--- src/verilog/datu_defines.vh ---
`ifndef DATU_DEFINES_VH
`define DATU_DEFINES_VH
// ************************************************************
// register indices (word addresses on the host port)
// ************************************************************
`define DATU_REG_CTRL 5'h00
`define DATU_REG_TTB 5'h01
`define DATU_REG_TAG 5'h02
`define DATU_REG_DATA 5'h03
`define DATU_REG_INDEX 5'h04
`define DATU_REG_LOAD 5'h05
`define DATU_REG_FSTAT 5'h06
`define DATU_REG_FADDR 5'h07
`define DATU_REG_FACK 5'h08
`define DATU_REG_RTAG 5'h09
`define DATU_REG_RDATA 5'h0a
// ************************************************************
// control fields
// ************************************************************
`define DATU_CTRL_EN 0
`define DATU_CTRL_WALK 1
`define DATU_CTRL_RST 2'h0
// ************************************************************
// page size codes
// ************************************************************
`define DATU_PS_SECT 2'h0
`define DATU_PS_LARGE 2'h1
`define DATU_PS_SMALL 2'h2
`define DATU_PS_TINY 2'h3
// ************************************************************
// fault status codes
// ************************************************************
`define DATU_F_MISS 3'h1
`define DATU_F_TRANS 3'h2
`define DATU_F_PERM 3'h4
// ************************************************************
// passthrough window base: first 16 mbyte of cs0
// ************************************************************
`define DATU_CS0_BASE 8'h00
`endif

--- src/verilog/datu_tlb.v ---
`timescale 1ns/1ps
`include "datu_defines.vh"
// tag fields: {size[1:0], valid, preserve, tag[23:10]}
// data fields: {ap[1:0], phys[31:10]}
module datu_tlb #(
	parameter ENTRIES = 32,
	parameter IW = 5
) (
	input wire sys_clk_i,
	input wire rst_n_i,
	input wire [23:0] lookup_addr_i,
	output reg hit_o,
	output reg [31:0] phys_o,
	output reg [1:0] ap_o,
	input wire wr_i,
	input wire [IW-1:0] wr_idx_i,
	input wire [17:0] wr_tag_i,
	input wire [23:0] wr_data_i,
	input wire [IW-1:0] rd_idx_i,
	output wire [17:0] rd_tag_o,
	output wire [23:0] rd_data_o
);
	reg [17:0] tag_q [0:ENTRIES-1];
	reg [23:0] data_q [0:ENTRIES-1];
	integer i;
	integer j;

	// ************************************************************
	// boundary of translated bits for a size code
	// ************************************************************
	function [13:0] size_mask;
		input [1:0] ps;
		begin
			case (ps)
			`DATU_PS_SECT: size_mask = 14'h3c00;
			`DATU_PS_LARGE: size_mask = 14'h3fc0;
			`DATU_PS_SMALL: size_mask = 14'h3ffc;
			default: size_mask = 14'h3fff;
			endcase
		end
	endfunction

	function [31:0] join_addr;
		input [1:0] ps;
		input [21:0] hi;
		input [23:0] la;
		reg [21:0] m;
		begin
			m = {8'hff, size_mask(ps)};
			join_addr = {(hi & m) | ({8'h00, la[23:10]} & ~m), la[9:0]};
		end
	endfunction

	// ************************************************************
	// parallel search, last match wins
	// ************************************************************
	always @* begin
		hit_o = 1'b0;
		phys_o = 32'h0;
		ap_o = 2'h0;
		for (i = 0; i < ENTRIES; i = i + 1) begin
			if (tag_q[i][15] && ((tag_q[i][13:0] ^ lookup_addr_i[23:10]) &
				size_mask(tag_q[i][17:16])) == 14'h0) begin
				hit_o = 1'b1;
				phys_o = join_addr(tag_q[i][17:16], data_q[i][21:0],
					lookup_addr_i);
				ap_o = data_q[i][23:22];
			end
		end
	end

	always @(posedge sys_clk_i or negedge rst_n_i) begin
		if (!rst_n_i) begin
			for (j = 0; j < ENTRIES; j = j + 1) begin
				tag_q[j] <= 18'h0;
				data_q[j] <= 24'h0;
			end
		end else if (wr_i) begin
			tag_q[wr_idx_i] <= wr_tag_i;
			data_q[wr_idx_i] <= wr_data_i;
		end
	end

	assign rd_tag_o = tag_q[rd_idx_i];
	assign rd_data_o = data_q[rd_idx_i];
endmodule // datu_tlb

--- src/verilog/datu_top.v ---
// Decided for this implementation: the strobed register port and the register addresses.
`timescale 1ns/1ps
`include "datu_defines.vh"
// Summary of operation
// maps 24-bit dsp external addresses to 32-bit physical addresses.
// after reset disabled; dsp window maps to first 16 mbyte of cs0.
// buffer holds 32 entries of 1m, 64k, 4k or 1k pages.
// page size and upper logical bits search tags; hit gives upper bits.
// physical = upper buffer bits joined with unchanged low logical bits.
// tag entry keeps tag, preserve flag, valid flag and size code.
// data entry keeps upper physical bits and permission field.
// disabled unit passes addresses through, no checks, no walks.
// host reaches tag/data stores only while walking is disabled.
// on a miss with walking enabled, unit walks page table itself.
// every fault raises the dedicated fault interrupt line.
// internal dsp memory accesses bypass translation and checks.
// whole unit runs on the traffic controller clock.
// host programs registers through the peripheral bus bridge.
// host should load entries before enabling translation.
// first-level code 00 is fault, 01 is coarse table base.
// permission 0x no access, 10 read only, 11 read and write.
// second-level codes: fault, large, small, tiny page ascending.
// walked translation replaces a randomly chosen buffer line.
// on fault the request stalls until host writes the acknowledge.
// during a walk the request waits, then completes with new entry.
module datu_top #(
	parameter ENTRIES = 32,
	parameter IW = 5
) (
	input wire sys_clk_i,
	input wire rst_n_i,
	// host register port
	input wire [4:0] reg_addr_i,
	input wire [31:0] reg_wdata_i,
	input wire reg_wr_i,
	input wire reg_rd_i,
	output reg [31:0] reg_rdata_o,
	output wire fault_irq_o,
	// dsp request side
	input wire dsp_req_i,
	input wire dsp_we_i,
	input wire dsp_internal_i,
	input wire [23:0] dsp_addr_i,
	output wire dsp_ack_o,
	// system memory side
	output wire mem_req_o,
	output wire mem_we_o,
	output wire [31:0] mem_addr_o,
	input wire mem_ack_i,
	input wire [31:0] mem_rdata_i,
	input wire mem_rvalid_i
);
	localparam S_IDLE = 6'h01;
	localparam S_L1 = 6'h02;
	localparam S_L2 = 6'h04;
	localparam S_FILL = 6'h08;
	localparam S_FAULT = 6'h10;
	localparam S_ACC = 6'h20;

	reg [1:0] ctrl_q;
	reg [31:0] ttb_q;
	reg [17:0] wtag_q;
	reg [23:0] wdata_q;
	reg [IW-1:0] idx_q;
	reg [2:0] fstat_q;
	reg [23:0] faddr_q;
	reg [5:0] state_q;
	reg [5:0] state_d;
	reg [31:0] l1_q;
	reg [17:0] ftag_q;
	reg [23:0] fdata_q;
	reg [7:0] lfsr_q;
	reg [31:0] rd_d;
	reg fault_set;
	reg [2:0] fault_code;
	reg walk_wr;
	reg [31:0] walk_addr;
	reg rd_issued_q;
	wire en;
	wire walk_en;
	wire hit;
	wire [31:0] tlb_phys;
	wire [1:0] tlb_ap;
	wire [17:0] rd_tag;
	wire [23:0] rd_data;
	wire tlb_wr;
	wire host_load;
	wire perm_ok;
	wire bypass;
	wire [31:0] pass_addr;
	wire [IW-1:0] wr_idx;
	wire fack_wr;
	wire walking;

	assign en = ctrl_q[`DATU_CTRL_EN];
	assign walk_en = ctrl_q[`DATU_CTRL_WALK];
	// internal accesses never see the buffer or the walker
	assign bypass = dsp_internal_i | !en;
	assign pass_addr = {`DATU_CS0_BASE, dsp_addr_i};
	assign fack_wr = reg_wr_i && reg_addr_i == `DATU_REG_FACK;
	assign walking = state_q == S_L1 || state_q == S_L2;

	// ************************************************************
	// permission decode
	// ************************************************************
	function perm_check;
		input [1:0] ap;
		input we;
		begin
			perm_check = ap[1] & (ap[0] | !we);
		end
	endfunction

	assign perm_ok = perm_check(tlb_ap, dsp_we_i);

	// ************************************************************
	// translation buffer
	// ************************************************************
	// loads refused while the walker owns the buffer
	assign host_load = reg_wr_i && reg_addr_i == `DATU_REG_LOAD &&
		!walk_en && reg_wdata_i[0];
	assign tlb_wr = host_load | walk_wr;
	// random victim so no line starves under repeated misses
	assign wr_idx = walk_wr ? lfsr_q[IW-1:0] : idx_q;

	datu_tlb #(.ENTRIES(ENTRIES), .IW(IW)) u_tlb (
		.sys_clk_i(sys_clk_i),
		.rst_n_i(rst_n_i),
		.lookup_addr_i(dsp_addr_i),
		.hit_o(hit),
		.phys_o(tlb_phys),
		.ap_o(tlb_ap),
		.wr_i(tlb_wr),
		.wr_idx_i(wr_idx),
		.wr_tag_i(walk_wr ? ftag_q : wtag_q),
		.wr_data_i(walk_wr ? fdata_q : wdata_q),
		.rd_idx_i(idx_q),
		.rd_tag_o(rd_tag),
		.rd_data_o(rd_data)
	);

	// ************************************************************
	// request path
	// ************************************************************
	wire xlate_ok;
	assign xlate_ok = state_q == S_IDLE && hit && perm_ok;
	wire walk_req;
	assign walk_req = walking && !rd_issued_q;
	assign mem_req_o = dsp_req_i && (bypass ? state_q == S_IDLE :
		xlate_ok || walk_req);
	assign mem_we_o = state_q == S_IDLE ? dsp_we_i : 1'b0;
	assign mem_addr_o = walking ? walk_addr :
		(bypass ? pass_addr : tlb_phys);
	// ack only while the request still stands
	assign dsp_ack_o = dsp_req_i && state_q == S_IDLE && mem_ack_i &&
		(bypass || xlate_ok);
	// level output: stays until the host acknowledges
	assign fault_irq_o = state_q == S_FAULT;

	always @* begin
		walk_addr = 32'h0;
		// first level: one word per mbyte of dsp space
		if (state_q == S_L1)
			walk_addr = {ttb_q[31:14], 8'h00, dsp_addr_i[23:20], 2'h0};
		// second level: coarse table, one word per 4 kbyte page
		else if (state_q == S_L2)
			walk_addr = {l1_q[31:10], dsp_addr_i[19:12], 2'h0};
	end

	always @* begin
		state_d = state_q;
		fault_set = 1'b0;
		fault_code = 3'h0;
		walk_wr = 1'b0;
		case (state_q)
		S_IDLE: begin
			if (dsp_req_i && !bypass) begin
				if (!hit && walk_en) begin
					state_d = S_L1;
				end else if (!hit) begin
					fault_set = 1'b1;
					fault_code = `DATU_F_MISS;
				end else if (!perm_ok) begin
					fault_set = 1'b1;
					fault_code = `DATU_F_PERM;
				end
				if (fault_set)
					state_d = S_FAULT;
			end
		end
		S_L1: begin
			if (mem_rvalid_i) begin
				if (mem_rdata_i[1:0] == 2'h1) begin
					state_d = S_L2;
				end else begin
					fault_set = 1'b1;
					fault_code = `DATU_F_TRANS;
					state_d = S_FAULT;
				end
			end
		end
		S_L2: begin
			if (mem_rvalid_i) begin
				if (mem_rdata_i[1:0] == 2'h0) begin
					fault_set = 1'b1;
					fault_code = `DATU_F_TRANS;
					state_d = S_FAULT;
				end else begin
					state_d = S_FILL;
				end
			end
		end
		S_FILL: begin
			walk_wr = 1'b1;
			state_d = S_IDLE;
		end
		S_FAULT: begin
			if (fack_wr)
				state_d = S_IDLE;
		end
		default: state_d = S_IDLE;
		endcase
	end

	// ************************************************************
	// walker state and victim choice
	// ************************************************************
	always @(posedge sys_clk_i or negedge rst_n_i) begin
		if (!rst_n_i)
			state_q <= S_IDLE;
		else
			state_q <= state_d;
	end

	// free running, so the victim does not track the miss pattern
	always @(posedge sys_clk_i or negedge rst_n_i) begin
		if (!rst_n_i)
			lfsr_q <= 8'h01;
		else
			lfsr_q <= {lfsr_q[6:0], lfsr_q[7] ^ lfsr_q[5] ^
				lfsr_q[4] ^ lfsr_q[3]};
	end

	// one read per level: the request drops once memory has taken it
	always @(posedge sys_clk_i or negedge rst_n_i) begin
		if (!rst_n_i)
			rd_issued_q <= 1'b0;
		else if (state_q != state_d)
			rd_issued_q <= 1'b0;
		else if (mem_req_o && mem_ack_i && state_q != S_IDLE)
			rd_issued_q <= 1'b1;
	end

	// ************************************************************
	// descriptor capture
	// ************************************************************
	always @(posedge sys_clk_i or negedge rst_n_i) begin
		if (!rst_n_i)
			l1_q <= 32'h0;
		else if (state_q == S_L1 && mem_rvalid_i)
			l1_q <= mem_rdata_i;
	end

	// new entry: size code is the second-level type, valid, not preserved
	always @(posedge sys_clk_i or negedge rst_n_i) begin
		if (!rst_n_i) begin
			ftag_q <= 18'h0;
			fdata_q <= 24'h0;
		end else if (state_q == S_L2 && mem_rvalid_i) begin
			ftag_q <= {mem_rdata_i[1:0], 1'b1, 1'b0,
				dsp_addr_i[23:10]};
			fdata_q <= {mem_rdata_i[5:4], mem_rdata_i[31:10]};
		end
	end

	// ************************************************************
	// fault status: a new fault beats a same-cycle acknowledge
	// ************************************************************
	always @(posedge sys_clk_i or negedge rst_n_i) begin
		if (!rst_n_i) begin
			fstat_q <= 3'h0;
			faddr_q <= 24'h0;
		end else if (fault_set) begin
			fstat_q <= fault_code;
			faddr_q <= dsp_addr_i;
		end else if (fack_wr) begin
			fstat_q <= 3'h0;
		end
	end

	// ************************************************************
	// host registers
	// ************************************************************
	always @(posedge sys_clk_i or negedge rst_n_i) begin
		if (!rst_n_i) begin
			ctrl_q <= `DATU_CTRL_RST;
			ttb_q <= 32'h0;
			wtag_q <= 18'h0;
			wdata_q <= 24'h0;
			idx_q <= {IW{1'b0}};
			reg_rdata_o <= 32'h0;
		end else begin
			if (reg_wr_i) begin
				if (reg_addr_i == `DATU_REG_CTRL)
					ctrl_q <= reg_wdata_i[1:0];
				else if (reg_addr_i == `DATU_REG_TTB)
					ttb_q <= {reg_wdata_i[31:14], 14'h0};
				else if (reg_addr_i == `DATU_REG_TAG)
					wtag_q <= reg_wdata_i[17:0];
				else if (reg_addr_i == `DATU_REG_DATA)
					wdata_q <= reg_wdata_i[23:0];
				else if (reg_addr_i == `DATU_REG_INDEX)
					idx_q <= reg_wdata_i[IW-1:0];
			end
			reg_rdata_o <= reg_rd_i ? rd_d : 32'h0;
		end
	end

	// ************************************************************
	// register read-back
	// ************************************************************
	always @* begin
		rd_d = 32'h0;
		if (reg_addr_i == `DATU_REG_CTRL)
			rd_d = {30'h0, ctrl_q};
		else if (reg_addr_i == `DATU_REG_TTB)
			rd_d = ttb_q;
		else if (reg_addr_i == `DATU_REG_TAG)
			rd_d = {14'h0, wtag_q};
		else if (reg_addr_i == `DATU_REG_DATA)
			rd_d = {8'h0, wdata_q};
		else if (reg_addr_i == `DATU_REG_INDEX)
			rd_d = {{(32-IW){1'b0}}, idx_q};
		else if (reg_addr_i == `DATU_REG_FSTAT)
			rd_d = {29'h0, fstat_q};
		else if (reg_addr_i == `DATU_REG_FADDR)
			rd_d = {8'h0, faddr_q};
		else if (reg_addr_i == `DATU_REG_RTAG && !walk_en)
			rd_d = {14'h0, rd_tag};
		else if (reg_addr_i == `DATU_REG_RDATA && !walk_en)
			rd_d = {8'h0, rd_data};
	end
endmodule // datu_top

--- config.mk ---
export PLATFORM = sky130hd
export DESIGN_NAME = datu_top
export DESIGN_NICKNAME = d
export VERILOG_FILES = /design/src/verilog/datu_tlb.v /design/src/verilog/datu_top.v
export VERILOG_INCLUDE_DIRS = /design/src /design/src/verilog
export SDC_FILE = /design/constraint.sdc
export NUM_CORES = 2
export LEC_CHECK = 0
export BUFFER_PORTS_ARGS = -buffer_cell sky130_fd_sc_hd__buf_2
export CELL_PAD_IN_SITES_DETAIL_PLACEMENT = 2
export CELL_PAD_IN_SITES_GLOBAL_PLACEMENT = 2
export CORE_ASPECT_RATIO = 1.5
export CORE_UTILIZATION = 33
export DETAILED_ROUTE_END_ITERATION = 10
export MAX_ROUTING_LAYER = met4
export PLACE_DENSITY_LB_ADDON = 0.2
export SYNTH_ARGS = -nofsm -noshare
export SYNTH_HDL_FRONTEND = slang
export SYNTH_HIERARCHICAL = 1
export SYNTH_SLANG_ARGS = --single-unit
--- constraint.sdc ---
create_clock -name sys_clk_i -period 15.1 [get_ports sys_clk_i]
set_clock_uncertainty 0.2 [all_clocks]
set_input_delay 3.02 -clock sys_clk_i [delete_from_list [all_inputs] [get_ports sys_clk_i]]
set_output_delay 3.02 -clock sys_clk_i [all_outputs]
set_load 0.02 [all_outputs]
==> results.yml <==
min_path:
  hold_path.class: "reg -> reg"
  hp-start: "lfsr_q[6]"
  hold_depth: 0
  min_delay_worst_endpoint: "lfsr_q[7]"
placed_design:
  port_buffers: 163
  post-place-ws_ps: 2770
  hpwl_um: 303000
  place_congestion: 0.953
  placed_cell_area_um2: 92800
clock_network:
  clk_pin_slew_worst_paths_ps: 70
  holdBufCountCts: 0
  ctsLongestPathBuffers: 4
  cts_tree: "yes"
  htree_levels: 4
  cts_sinks: 1548
  post_cts_buffers: 0
  postCtsResizedCells: 0
  root_buffer: "clkbuf_16"
  clk_latency_ps: 880
  numCtsBuffers: 174
setup_path:
  reg2reg_depth: 15
  r2r_end: "faddr_q[0]"
  critPathKind: "in -> out"
  critical_path.max_fanout: 14
  r2r-start: "u_tlb/tag_q[472]"
  start_kind: "primary input"
  arrival_ps: 9320
  rrSetupSlack_ps: 8590
  required_ps: 11880
  critPathCaptureType: "output port"
synthesis:
  yosysSeqAreaShare: 0.439
  async_reset_ff_frac: 1.00
  synth_area_um2: 88300
  synth_cell_types: 111
  netlist_instances: 7048
  synth_top_cell_area_share: 0.438
  synth_seq_cells: 1548
  synth_area_leaders: "dfrtp_1 (44%), mux2_2 (21%), mux4_2 (11%)"
  ys.warnings.count: 6
  syn_nets: 7150
  synth-edff-count: 0
  avgSynthCellArea_um2: 12.5
  yosysTopAreaCell: "dfrtp_1"
  ys.flop_type: "dfrtp_1"
sta:
  worst_pin_slew_ps: 1370
  finalCritPeriodShare: 0.831
  fin_crit_ps: 12540
  tns_ps: 0
  max_slew_margin: 0.0747
  maxClockFrequency_ghz: 0.0797
  setup_ws_ps: 2560
  final-max-slew-violation-count: 0
  rsz0062_at_grt: "false"
  hold_violations: 0
  setup_viol: 0
  hold_slack_ps: 162
layout:
  syn2layout_area_growth_pct: 11.5
  drive_gt1_frac: 0.403
  multi_input_area_um2: 46800
  nFillCells: 27000
  final_nets: 7055
  regArea_um2: 38800
  fin_area_um2: 98500
floorplan:
  fp.coreArea_um2: 266000
  initial_utilization: 0.332
  fp.dieW_um: 424
  core.rowCount: 232
  dieHeight_um: 636
  io_pins: 170
  die-area_um2: 270000
route:
  dr.first_iter.drc_count: 4678
  viasPerCell: 6.08
  ant_nets: 0
  drt_first_pass_iters: 5
  wl_um: 422000
  wl_per_cell_um: 39.7
  drc_errors: 0
  via_count: 64600
status:
  status: "finished, final reports clean"
power_and_ir_drop:
  peakVddDrop_v: 0.0000751
  p_per_area_nw_per_um2: 103
  power.leakage_nw: 44.9
flow_run:
  drv_cap: 0
grt:
  grt_overflow: 0
  grt_use_total: 0.318
  antenna_found_initial: 29
  grt_pass1_wl_um: 585000
  grt_max_degree: 179
  grt_pass1_vias: 71000
-- placed cells by master (no fill, tap or decap), drive strengths merged, types with 175 or more instances in the layout --
| master | n |
|---|---|
| nand2 | 337 |
| clkbuf | 251 |
| nor2 | 213 |
| dfrtp | 1546 |
| a21oi | 175 |
| xor2 | 237 |
| mux2i | 212 |
| xnor2 | 216 |
| buf | 395 |
| mux4 | 420 |
| o21ai | 235 |
| mux2 | 1626 |
-- cell usage after synthesis, drive strengths merged, types with 24 or more instances --
cell type  count
xor2         237
dfrtp       1546
nor4          60
nor3          74
a21boi        29
and2          33
clkbuf       417
a221o         37
nand3        132
a221oi        49
o22ai         34
nand2        337
buf          249
a21oi        175
xnor2        216
o21ai        235
o221ai        52
and3          44
a31oi         44
inv           44
mux4         420
nor2         213
a22oi         24
mux2i        212
mux2        1626
a211oi        37
nand4         60
o211ai        33
-- cell families after synthesis --
kind of cell / share of synthesized area
buffers and inverters: 0.0355
muxes: 0.339
other: 0.0000425
AOI/OAI and AO/OA: 0.0817
DFF: 0.439
and+or+nand+nor: 0.0596
xor gates and xnor gates: 0.0456
-- layer usage --
layer,global-route usage,up-vias,share of wire
met4,0.259,0,0.10
met2,0.535,2124,0.50
met3,0.0319,998,0.039
met1,0.340,35200,0.36
li1,-,26300,-
met5,-,-,0
-- metrics by stage --
step / total power, mW / cells / util
floorplan: 5.15 / 7048 / -
global placement: 5.81 / 10300 / 0.349
detailed placement: 5.83 / 10300 / 0.349
CTS: 10.3 / 10600 / 0.370
global route: 10.4 / 10600 / 0.370
finish: 10.2 / 10600 / 0.370
-- how the worst max path moves through the flow --
stage | endpoint | startpoint | slack (ps) | cells past startpoint
4_1_cts | mem_addr_o[10] | dsp_addr_i[23] | 2730 | 17
3_3_place_gp | mem_addr_o[18] | dsp_addr_i[23] | 2770 | 13
2_1_floorplan | dsp_ack_o | dsp_addr_i[22] | 5980 | 17
5_1_grt | mem_addr_o[10] | dsp_addr_i[13] | 2740 | 16
6_report | mem_addr_o[10] | dsp_addr_i[21] | 2560 | 16
3_5_place_dp | mem_addr_o[10] | dsp_addr_i[23] | 2770 | 17
-- cell type report --
| type | instances | share of cell area |
|---|---|---|
| sequential | 1548 | 0.393 |
| clock buffer | 251 | 0.0517 |
| timing repair buffer | 395 | 0.0275 |
| clock inverter | 52 | 0.00588 |
| multi-input combinational | 4790 | 0.475 |
| tap | 3510 | 0.0446 |
| antenna | 24 | 0.000610 |
| inverter | 44 | 0.00168 |
-- power breakdown --
part / internal (mW) / switching, mW
logic: 0.400 / 0.970
registers: 4.23 / 0.153
clock network: 2.52 / 1.90
total: 7.15 / 3.02
-- worst max-delay path: stages --
cell and delay (ps):
buf_2 620, buf_4 410, xor2_1 120, nor4_2 930, and3_1 740, buf_4 310
a21oi_1 100, a221oi_1 410, a211oi_1 350, o31ai_1 1130, a32o_1 480, nand2_1 90
a21oi_1 140, a21oi_1 60, nor2_1 130, buf_2 200
-- state kept, by name (all words and copies together), names as in the netlist, 18 cells and up --
| register | flops |
|---|---|
| wtag_q | 18 |
| fdata_q | 24 |
| u_tlb/tag_q | 574 |
| faddr_q | 24 |
| reg_rdata_o | 32 |
| l1_q | 22 |
| ttb_q | 18 |
| u_tlb/data_q | 768 |
| wdata_q | 24 |
Power figures use the tool's default switching activity.
